**src/rtl/twi_pkg.sv**
```systemverilog
// shared constants for the two-wire register port and its master
package twi_pkg;
  localparam int          CLK_HZ          = 40000000;
  localparam int          BIT_RATE_BPS    = 100000;  // standard-mode limit
  // quarter of one bit period in system cycles (rounded down)
  localparam int          QTR_CYCLES      = CLK_HZ / (BIT_RATE_BPS * 4);
  localparam logic [7:0]  QTR_CNT         = 8'(QTR_CYCLES - 1);
  localparam logic [5:0]  ADDR_FIXED_HI   = 6'h16;   // upper six address bits
  localparam int          REG_IDX_W       = 4;
  localparam int          NUM_REGS        = 16;
  localparam logic [3:0]  BIT_LAST        = 4'h7;
  localparam logic [3:0]  BIT_ACK         = 4'h8;
  localparam logic [7:0]  REG_RESET_VAL   = 8'h00;
  localparam logic [3:0]  IDX_RESET_VAL   = 4'h0;
endpackage

```
**src/rtl/twi_link_if.sv**
```systemverilog
// two-wire link between the master and the register port
`timescale 1ns/100ps
interface twi_link_if;
  logic scl_o;    // master clock drive level
  logic scl_oe;   // master pulls clock low while high
  logic sda_m_o;
  logic sda_m_oe;
  logic sda_s_o;
  logic sda_s_oe;
  logic scl;      // resolved wire levels, made by the bench
  logic sda;
  modport tgt (input scl, input sda, output sda_s_o, output sda_s_oe);
  modport ctl (input scl, input sda, output scl_o, output scl_oe,
               output sda_m_o, output sda_m_oe);
endinterface

```
**src/rtl/twi_target.sv**
```systemverilog
// register port: target end of the two-wire link
//
// Functional notes
// - target only, standard-mode rates
// - sda fall while scl high is start
// - sda rise while scl high is stop
// - sda changes only while scl low
// - first byte: address msb first, then direction
// - acknowledge only own address, ninth pulse
// - direction zero writes, one reads
// - eight data bits plus one acknowledge
// - transmitter releases sda in acknowledge slot
// - write: index byte then data bytes acknowledged
// - index upper nibble zero, lower selects register
// - several data bytes per write accepted
// - read: acknowledge own address, drive data
// - master acknowledges bytes it wants continued
// - master not-acknowledge ends read driving
// - address lsb copies strap pin
// - read: index write, then read restart
`timescale 1ns/100ps
module twi_target
  import twi_pkg::*;
(
  input  wire logic        CLOCK,
  input  wire logic        SYS_RST,
  twi_link_if.tgt          LINK,
  input  wire logic        ADDR_SEL,
  output logic [7:0]       REG_DATA [NUM_REGS],
  output logic             WR_STROBE,
  output logic [3:0]       WR_INDEX
);
  typedef enum logic [2:0] {
    S_IDLE  = 3'b000,
    S_ADDR  = 3'b001,
    S_INDEX = 3'b010,
    S_WDATA = 3'b011,
    S_RDATA = 3'b100,
    S_IGNORE= 3'b101
  } tstate_t;

  logic [2:0] scl_sync_r;
  logic [2:0] sda_sync_r;
  logic       scl_rise;
  logic       scl_fall;
  logic       start_det;
  logic       stop_det;
  tstate_t    state_r;
  logic [3:0] bit_r;
  logic [7:0] shift_r;
  logic [3:0] index_r;
  logic       ack_phase_r;
  logic       master_nak_r;
  logic       sda_low_r;
  logic [7:0] regs_r [NUM_REGS];
  logic       addr_sel_r;
  logic       addr_sel_meta_r;
  logic       skip_fall_r;
  logic       bit_end;

  // two flops before use; third flop is for edge finding only
  always_ff @(posedge CLOCK or posedge SYS_RST) begin
    if (SYS_RST) begin
      scl_sync_r <= 3'h7;
      sda_sync_r <= 3'h7;
    end else begin
      scl_sync_r <= {scl_sync_r[1:0], LINK.scl};
      sda_sync_r <= {sda_sync_r[1:0], LINK.sda};
    end
  end

  // strap pin may move at any time: two flops before use
  always_ff @(posedge CLOCK or posedge SYS_RST) begin
    if (SYS_RST) begin
      addr_sel_meta_r <= 1'b0;
      addr_sel_r      <= 1'b0;
    end else begin
      addr_sel_meta_r <= ADDR_SEL;
      addr_sel_r      <= addr_sel_meta_r;
    end
  end

  // edges from the second and third flops
  assign scl_rise  = scl_sync_r[1] & ~scl_sync_r[2];
  assign scl_fall  = ~scl_sync_r[1] & scl_sync_r[2];
  // start/stop: sda moves while scl high
  assign start_det = scl_sync_r[1] & scl_sync_r[2]
                     & sda_sync_r[2] & ~sda_sync_r[1];
  assign stop_det  = scl_sync_r[1] & scl_sync_r[2]
                     & ~sda_sync_r[2] & sda_sync_r[1];

  // the scl fall that closes a start carries no bit
  always_ff @(posedge CLOCK or posedge SYS_RST) begin
    if (SYS_RST) begin
      skip_fall_r <= 1'b0;
    end else if (start_det) begin
      skip_fall_r <= 1'b1;
    end else if (stop_det || scl_fall) begin
      skip_fall_r <= 1'b0;
    end
  end
  // bit boundary: a scl fall that ends a data or ack bit
  assign bit_end = scl_fall & ~skip_fall_r;

  // protocol engine: bits sampled on scl rise, sda moved on scl fall
  always_ff @(posedge CLOCK or posedge SYS_RST) begin
    if (SYS_RST) begin
      state_r      <= S_IDLE;
      bit_r        <= 4'h0;
      shift_r      <= REG_RESET_VAL;
      index_r      <= IDX_RESET_VAL;
      ack_phase_r  <= 1'b0;
      master_nak_r <= 1'b0;
      sda_low_r    <= 1'b0;
      WR_STROBE    <= 1'b0;
      WR_INDEX     <= IDX_RESET_VAL;
    end else begin
      WR_STROBE <= 1'b0;
      if (start_det) begin
        state_r     <= S_ADDR;
        bit_r       <= 4'h0;
        ack_phase_r <= 1'b0;
        sda_low_r   <= 1'b0;
      end else if (stop_det) begin
        state_r   <= S_IDLE;
        sda_low_r <= 1'b0;
      end else if (state_r != S_IDLE && state_r != S_IGNORE) begin
        if (scl_rise) begin
          // sample on rise: sda is stable through scl high
          if (bit_r == BIT_ACK) begin
            master_nak_r <= sda_sync_r[1];
          end else if (state_r != S_RDATA) begin
            // in a read the shifter feeds sda, so no sampling back
            shift_r <= {shift_r[6:0], sda_sync_r[1]};
          end
        end else if (bit_end) begin
          // eighth bit done: the ninth pulse is the acknowledge
          if (bit_r == BIT_LAST) begin
            bit_r <= BIT_ACK;
            case (state_r)
              S_ADDR: begin
                if (shift_r[7:1] == {ADDR_FIXED_HI, addr_sel_r}) begin
                  sda_low_r <= 1'b1;
                  state_r <= shift_r[0] ? S_RDATA : S_INDEX;
                end else begin
                  sda_low_r <= 1'b0;
                  state_r   <= S_IGNORE;
                end
              end
              S_INDEX: begin
                sda_low_r <= 1'b1;
                index_r   <= shift_r[3:0];
                state_r   <= S_WDATA;
              end
              S_WDATA: begin
                sda_low_r <= 1'b1;
                WR_STROBE <= 1'b1;
                WR_INDEX  <= index_r;
                index_r   <= index_r + 4'h1;
              end
              S_RDATA: sda_low_r <= 1'b0;
              default: sda_low_r <= 1'b0;
            endcase
          end else if (bit_r == BIT_ACK) begin
            bit_r <= 4'h0;
            if (state_r == S_RDATA) begin
              if (ack_phase_r && master_nak_r) begin
                state_r   <= S_IGNORE;
                sda_low_r <= 1'b0;
              end else begin
                // load next byte, drive its msb
                shift_r     <= regs_r[index_r];
                sda_low_r   <= ~regs_r[index_r][7];
                index_r     <= index_r + 4'h1;
                ack_phase_r <= 1'b1;
              end
            end else begin
              sda_low_r <= 1'b0;
            end
          end else begin
            bit_r <= bit_r + 4'h1;
            if (state_r == S_RDATA) begin
              // next bit out a few cycles after scl fell
              sda_low_r <= ~shift_r[6];
              shift_r   <= {shift_r[6:0], 1'b1};
            end
          end
        end
      end
    end
  end

  // register store written by each acknowledged data byte
  always_ff @(posedge CLOCK or posedge SYS_RST) begin
    if (SYS_RST) begin
      for (int i = 0; i < NUM_REGS; i++) regs_r[i] <= REG_RESET_VAL;
    end else if (state_r == S_WDATA && bit_end && bit_r == BIT_LAST
                 && !start_det && !stop_det) begin
      regs_r[index_r] <= shift_r;
    end
  end

  assign REG_DATA      = regs_r;
  // open drain: only ever pulls low, never drives scl
  assign LINK.sda_s_o  = 1'b0;
  assign LINK.sda_s_oe = sda_low_r;
endmodule

```
**src/flat_wrapper.sv**
```systemverilog
// flat-port wrapper written by rule: the top's interface ports become plain ports
module twi_target_flat import twi_pkg::*;
  (CLOCK, SYS_RST, ADDR_SEL, REG_DATA, WR_STROBE, WR_INDEX, LINK_scl, LINK_sda, LINK_sda_s_o, LINK_sda_s_oe);
  twi_link_if LINK_i ();
  input  wire logic CLOCK;
  input  wire logic SYS_RST;
  input  wire logic ADDR_SEL;
  output logic [7:0] REG_DATA[NUM_REGS];
  output logic WR_STROBE;
  output logic [3:0] WR_INDEX;
  input wire logic [$bits(LINK_i.scl)-1:0] LINK_scl;
  input wire logic [$bits(LINK_i.sda)-1:0] LINK_sda;
  output wire logic [$bits(LINK_i.sda_s_o)-1:0] LINK_sda_s_o;
  output wire logic [$bits(LINK_i.sda_s_oe)-1:0] LINK_sda_s_oe;
  assign LINK_i.scl = LINK_scl;
  assign LINK_i.sda = LINK_sda;
  assign LINK_sda_s_o = LINK_i.sda_s_o;
  assign LINK_sda_s_oe = LINK_i.sda_s_oe;
  twi_target u_core (.CLOCK(CLOCK), .SYS_RST(SYS_RST), .LINK(LINK_i), .ADDR_SEL(ADDR_SEL), .REG_DATA(REG_DATA), .WR_STROBE(WR_STROBE), .WR_INDEX(WR_INDEX));
endmodule
```
**config.mk**
```make
export PLATFORM = sky130hd
export DESIGN_NAME = twi_target_flat
export DESIGN_NICKNAME = d
export VERILOG_FILES = /design/src/rtl/twi_pkg.sv /design/src/rtl/twi_link_if.sv /design/src/rtl/twi_target.sv /design/src/flat_wrapper.sv
export SDC_FILE = /design/constraint.sdc
export NUM_CORES = 1
export LEC_CHECK = 0
export ABC_AREA = 1
export BUFFER_PORTS_ARGS = -buffer_cell sky130_fd_sc_hd__buf_2
export CAP_MARGIN = 30
export CORE_MARGIN = 2
export CORE_UTILIZATION = 51
export DETAILED_ROUTE_END_ITERATION = 6
export PLACE_DENSITY_LB_ADDON = 0.25
export SLEW_MARGIN = 20
export SYNTH_ARGS = -nofsm -noshare
export SYNTH_HDL_FRONTEND = slang
export SYNTH_SLANG_ARGS = --single-unit
```
**constraint.sdc**
```tcl
create_clock -name CLOCK -period 4.9 [get_ports CLOCK]
set_clock_uncertainty 0.1 [all_clocks]
set_input_delay 0.49 -clock CLOCK [delete_from_list [all_inputs] [get_ports CLOCK]]
set_output_delay 0.49 -clock CLOCK [all_outputs]
set_load 0.02 [all_outputs]
```
## Word level (Yosys, flattened, before mapping)

Index checks and enable logic that the tools add are counted.

- Memories: 0
- Bits of input ports: 5
- RAM bits: 0
- Bits in read-only memories: 0
- Output and inout bits: 135
- Register bits: 164
- Latch bits: 0

- $lt $le $gt $ge: 2
- Shifts and indexed selects: 0
- Equality and inequality tests: 22
- Mux-type cells: 69
- Bitwise gates (word level): 19
- Add/sub/neg operators: 2
- Div/mod/pow operators: 0
- Reductions and logical operators: 35
- Multipliers: 0

Operator list:

| operator | count |
|---|---|
| $bwmux 128 | 1 |
| $mux 8 | 12 |
| $mux 4 | 11 |
| $mux 3 | 11 |
| $bmux 8 s4 | 1 |
| $demux 8 s4 | 1 |
| $mux 1 | 29 |
| $reduce_bool 2->1 | 9 |
| $ne 3x3->1 const B | 5 |
| $reduce_and 7->1 | 2 |
| $reduce_bool 4->1 | 3 |
| $not 1->1 | 10 |
| $reduce_and 10->1 | 1 |
| $reduce_and 9->1 | 1 |
| $reduce_bool 3->1 | 3 |
| $add 4x1->4 const B | 2 |
| $and 1x1->1 | 8 |
| $ne 2x1->1 const B | 4 |
| $ne 2x2->1 const B | 4 |
| $pmux 4 s2 | 1 |
| $reduce_and 4->1 | 2 |
| $reduce_and 8->1 | 1 |
| $eq 7x6->1 | 1 |
| $logic_and 1x1->1 | 7 |
| other kinds (17) | 19 |

## Longest topological paths before layout

- Word-level depth: 14
- Gate-level depth with buffers: 12
- Gate-level depth less buffers: 11

## Worst setup path before layout

Ideal clock, no wire load.

- Path type: register -> register
- From: register u_core.index_r[0]
- To: register u_core.regs_r, in the netlist u_core.REG_DATA[25]
- Library setup time: 133 ps
- Clock period less this slack: 2107 ps
- Stages on the path, launching flop included: 11
- Arrival time: 1874 ps
- Path slack: 2793 ps
- Path buffers: 3
- Cells stage by stage: dfrtp_1 > inv_1 > clkbuf_1 > buf_1 > ha_1 > inv_1 > nor2_2 > nand2_1 > buf_2 > nand2_1 > o21ai_0

- Cells in the longest elaborated chain, start to end: 6

Ends and longest elaborated chain:

| element | RTL line | RTL |
|---|---|---|
| start: declaration | twi_target.sv:51 | `logic [3:0] index_r;` |
| start signal: assignment | twi_target.sv:152 | `index_r <= shift_r[3:0];` |
| start signal: assignment | twi_target.sv:159 | `index_r <= index_r + 4'h1;` |
| start signal: assignment | twi_target.sv:174 | `index_r <= index_r + 4'h1;` |
| $not 4->5 (implied by the code) * | twi_target.sv:199 | `regs_r[index_r] <= shift_r;` |
| $ge 5x5->1 (implied by the code) / $lt 5x1->1 (equally long branches) | twi_target.sv:199 |  |
| $logic_and 1x1->1 (implied by the code) | twi_target.sv:199 |  |
| $mux 8 (implied by the code) | twi_target.sv:199 |  |
| $demux 8 s4 * | twi_target.sv:199 |  |
| $bwmux 128 * | twi_target.sv:199 |  |
| end signal: indexed assignment | twi_target.sv:199 |  |
| end: declaration | twi_target.sv:55 | `logic [7:0] regs_r [NUM_REGS];` |

Every way passes the cells marked *; elsewhere a longest branch is shown, timed or not.
A chain may end at the register's enable or synchronous reset.

## Worst setup path after layout

- From: register u_core.bit_r[0]
- To: register u_core.regs_r, in the netlist u_core.REG_DATA[60]

- Cells in the longest elaborated chain, start to end: 4

Ends and longest elaborated chain:

| element | RTL line | RTL |
|---|---|---|
| start: declaration | twi_target.sv:49 | `logic [3:0] bit_r;` |
| start signal: assignment | twi_target.sv:181 | `bit_r <= bit_r + 4'h1;` |
| $eq 4x3->1 | twi_target.sv:197 | `end else if (state_r == S_WDATA && bit_end && bit_r == BIT_LAST` |
| $logic_and 1x1->1 | twi_target.sv:197 |  |
| $logic_and 1x1->1 (2 in a row) | twi_target.sv:198 | `&& !start_det && !stop_det) begin` |

Every way passes these cells.

==> impl_metrics.env <==
export IMPL_final_layout_size_suffix_gt1_share_pct=17.8
export IMPL_grt_overflow_total=0
export IMPL_grt_pass1_wl_mm=36.2
export IMPL_cts_sinks=164
export IMPL_cts_root_buf="clkbuf_16"
export IMPL_hold_ws_ns=0.0546
export IMPL_vdd_drop_max_uv=261
export IMPL_intPower_mw=2.45
export IMPL_max_slew_margin_pct=36.5
export IMPL_p_clk_share_pct=43.1
export IMPL_cts_made_buffers=17
export IMPL_dp_hpwl_mm=14.9
export IMPL_max_cap_viol_count=0
export IMPL_place_area_um2=8400
export IMPL_ios=140
export IMPL_grt_max_degree=147
export IMPL_min_period_ns=2.98
export IMPL_hp_start="LINK_scl"
export IMPL_routabilityCongestion=0.881
export IMPL_min_period_over_period_pct=60.8
export IMPL_p_leak_nw=4.63
export IMPL_n_fill_cell=1293
export IMPL_p_sw_mw=1.02
export IMPL_arrival_ns=3.21
export IMPL_final_nets=1089
export IMPL_critical_path_startpoint_type="flip-flop"
export IMPL_syn_avg_cell_area_um2=7.94
export IMPL_yosysUniqueCellTypes=33
export IMPL_dieArea_um2=16100
export IMPL_ys_ff_latch=164
export IMPL_regToRegEndpoint="u_core.REG_DATA[60]"
export IMPL_antenna_found_initial=0
export IMPL_p_sw_share_pct=29.5
export IMPL_required_ns=5.13
export IMPL_num_antenna_cells=0
export IMPL_core_um2=14600
export IMPL_fmax_mhz=336
export IMPL_rsz0062_at_grt="false"
export IMPL_clkTransAtPathRegs_ns=0.06
export IMPL_crit_fanout=16
export IMPL_num_vias=7112
export IMPL_combinationalPowerShare_pct=14.7
export IMPL_hold_end="u_core.scl_sync_r[0]"
export IMPL_met3_length_mm=1.91
export IMPL_tns_ns=0
export IMPL_drtIter0Drc=816
export IMPL_routedWlPerCell_um=17.9
export IMPL_drc=0
export IMPL_netlist_instances=969
export IMPL_worstSetupEndpointType="flip-flop"
export IMPL_postRouteAntennaNets=0
export IMPL_htree_num_levels=4
export IMPL_fp_row_count=44
export IMPL_ff2ff_path_depth=7
export IMPL_yosysSeqAreaShare_pct=53.4
export IMPL_syn_to_final_growth_pct=17.8
export IMPL_viasPerCell=5.58
export IMPL_syn_nets=980
export IMPL_hp_class="in -> reg"
export IMPL_wl_met2_mm=10.7
export IMPL_cts_resized=0
export IMPL_maxUsedRoutingLayer="met4"
export IMPL_drt_total_wl_mm=22.9
export IMPL_holdPathStages=1
export IMPL_syn_area_um2=7700
export IMPL_portBuffers=138
export IMPL_setup_viol=0
export IMPL_yosys_warnings=0
export IMPL_rr_startpoint="u_core.bit_r[0]"
export IMPL_r2r_setup_slack_ns=1.92
export IMPL_worst_pin_slew_ns=0.949
export IMPL_fp_dieH_um=127
export IMPL_start_util_pct=52.6
export IMPL_cts_tree="done"
export IMPL_met1_length_mm=9.64
export IMPL_grt_use_total_pct=29.1
export IMPL_clock_latency_ns=0.43
export IMPL_power_density_nw_per_um2=382
export IMPL_fp_dieW_um=127
export IMPL_grt_pass1_vias=6641
export IMPL_worst_setup_path_type="reg -> reg"
export IMPL_design_area_um2=9070
export IMPL_status="completed"
export IMPL_drt_pass1_iter_count=6
export IMPL_hold_viol_final=0
export IMPL_seq_power_share_pct=42.2
export IMPL_maxSlewViolCount=0
export IMPL_cts_buffer_depth=2
layout make-up:
type,count,area [µm²],share of cell area (%)
multi-input cells,697,3110,34.3
flip-flops and latches,164,4110,45.4
inverters,55,211,2.33
clock inverters,12,201,2.22
clock buffers,20,457,5.04
repair buffers,143,743,8.20
well taps,184,230,2.54
sequential cells by signal (all words and copies together), names as in the netlist:
signal	count
u_core.shift_r	8
u_core.scl_sync_r	3
u_core.addr_sel_r	1
u_core.REG_DATA	128
u_core.bit_r	4
u_core.LINK.sda_s_oe	1
u_core.ack_phase_r	1
u_core.master_nak_r	1
u_core.WR_INDEX	4
u_core.index_r	4
u_core.WR_STROBE	1
u_core.addr_sel_meta_r	1
u_core.sda_sync_r	3
u_core.state_r	3
u_core.skip_fall_r	1
critical path, cell delays in order, from the launching register on:
cell,delay (ns)
dfrtp_1,0.37
ha_1,0.17
nand2_1,0.07
nor2_1,0.52
nand4_2,0.53
nor2_2,0.40
nand2_1,0.38
o21ai_0,0.33
logic make-up (layout without fill, tap and decap cells):
logic type,Yosys count,in the layout,share of synthesized area (%)
xor gates and xnor gates,2,2,0.228
AOI/OAI and AO/OA,225,225,14.7
and+or+nand+nor,463,463,24.5
buffers and inverters,108,230,6.14
DFF,164,164,53.4
adders and majority gates,6,6,0.975
other,1,1,0.0487
Yosys cell counts:
master | number | area (µm²)
inv_1 | 52 | 195
buf_1 | 4 | 15.0
buf_4 | 2 | 15.0
nand3b_1 | 1 | 7.51
nor2_2 | 4 | 25.0
nand4_2 | 1 | 12.5
o21ai_0 | 183 | 916
a22oi_1 | 1 | 7.51
xor2_1 | 2 | 17.5
o22ai_1 | 1 | 6.26
buf_6 | 5 | 56.3
nor2b_1 | 1 | 6.26
a21oi_1 | 16 | 80.1
dfrtp_1 | 158 | 3950
buf_2 | 17 | 85.1
nand2_2 | 2 | 12.5
nand2_1 | 307 | 1150
nand3_1 | 43 | 215
clkbuf_1 | 25 | 93.8
dfstp_2 | 6 | 158
a31oi_1 | 1 | 6.26
clkinv_1 | 2 | 7.51
ha_1 | 6 | 75.1
o21ai_1 | 22 | 110
nor2_4 | 1 | 11.3
nand3_4 | 2 | 35.0
a211oi_1 | 1 | 7.51
clkinv_2 | 1 | 5.00
nor2_1 | 89 | 334
nand4_1 | 8 | 50.1
or2_2 | 1 | 6.26
conb_1 | 1 | 3.75
nor3_1 | 3 | 15.0
layout by cell type (no fill, tap or decap), types with 4 or more instances in the layout:
master and count:
ha_1 6, o21ai_1 22, a21oi_1 16, o21ai_0 183, nor2_1 89, nand3_1 43
buf_2 138, clkbuf_16 17, inv_1 50, bufinv_16 5, nand2_1 307, dfrtp_1 157
nand4_1 8, nor2_2 4, dfstp_2 6
how the worst max path moves through the flow:
| stage | slack (ns) | cells past startpoint | to | from |
|---|---|---|---|---|
| after floorplan | 2.23 | 1 | u_core.LINK.sda_s_oe | SYS_RST |
| after global placement | 2.06 | 8 | u_core.REG_DATA[122] | u_core.bit_r[0] |
| after detailed placement | 2.00 | 7 | u_core.REG_DATA[56] | u_core.bit_r[0] |
| after CTS | 1.97 | 7 | u_core.REG_DATA[56] | u_core.bit_r[0] |
| after global routing | 1.60 | 8 | u_core.REG_DATA[92] | u_core.bit_r[0] |
| final | 1.92 | 7 | u_core.REG_DATA[60] | u_core.bit_r[0] |
what timing repair did:
item                                   4_1_cts  5_1_grt
setup endpoints to repair                    0        0
setup buffers                                0        0
hold buffers                                 1        0
endpoints found under the hold margin       18        0
through the flow:
step	std cells	setup WS (ns)	power [mW]	util (%)
2_1_floorplan	969	2.23	1.80	-
3_3_place_gp	1242	2.06	1.98	57.4
3_5_place_dp	1242	2.00	1.99	57.4
4_1_cts	1275	1.97	3.47	61.9
5_1_grt	1275	1.60	3.59	61.9
6_report	1275	1.92	3.47	61.9
layer usage:
metal  GRT usage (%)  vias up
met3            6.83       41
li1                -     3355
met1            41.1     3370
met5               0        -
met4            10.0        0
met2            44.8      346
power by group through the flow:
stage | logic [mW] | clock network (mW) | registers (mW)
after CTS | 0.505 | 1.50 | 1.46
after floorplan | 0.317 | 0 | 1.48
after global placement | 0.499 | 0 | 1.48
after global routing | 0.558 | 1.56 | 1.47
after detailed placement | 0.501 | 0 | 1.49
final | 0.509 | 1.50 | 1.46
No activity file was read; power rests on OpenSTA's default activity.
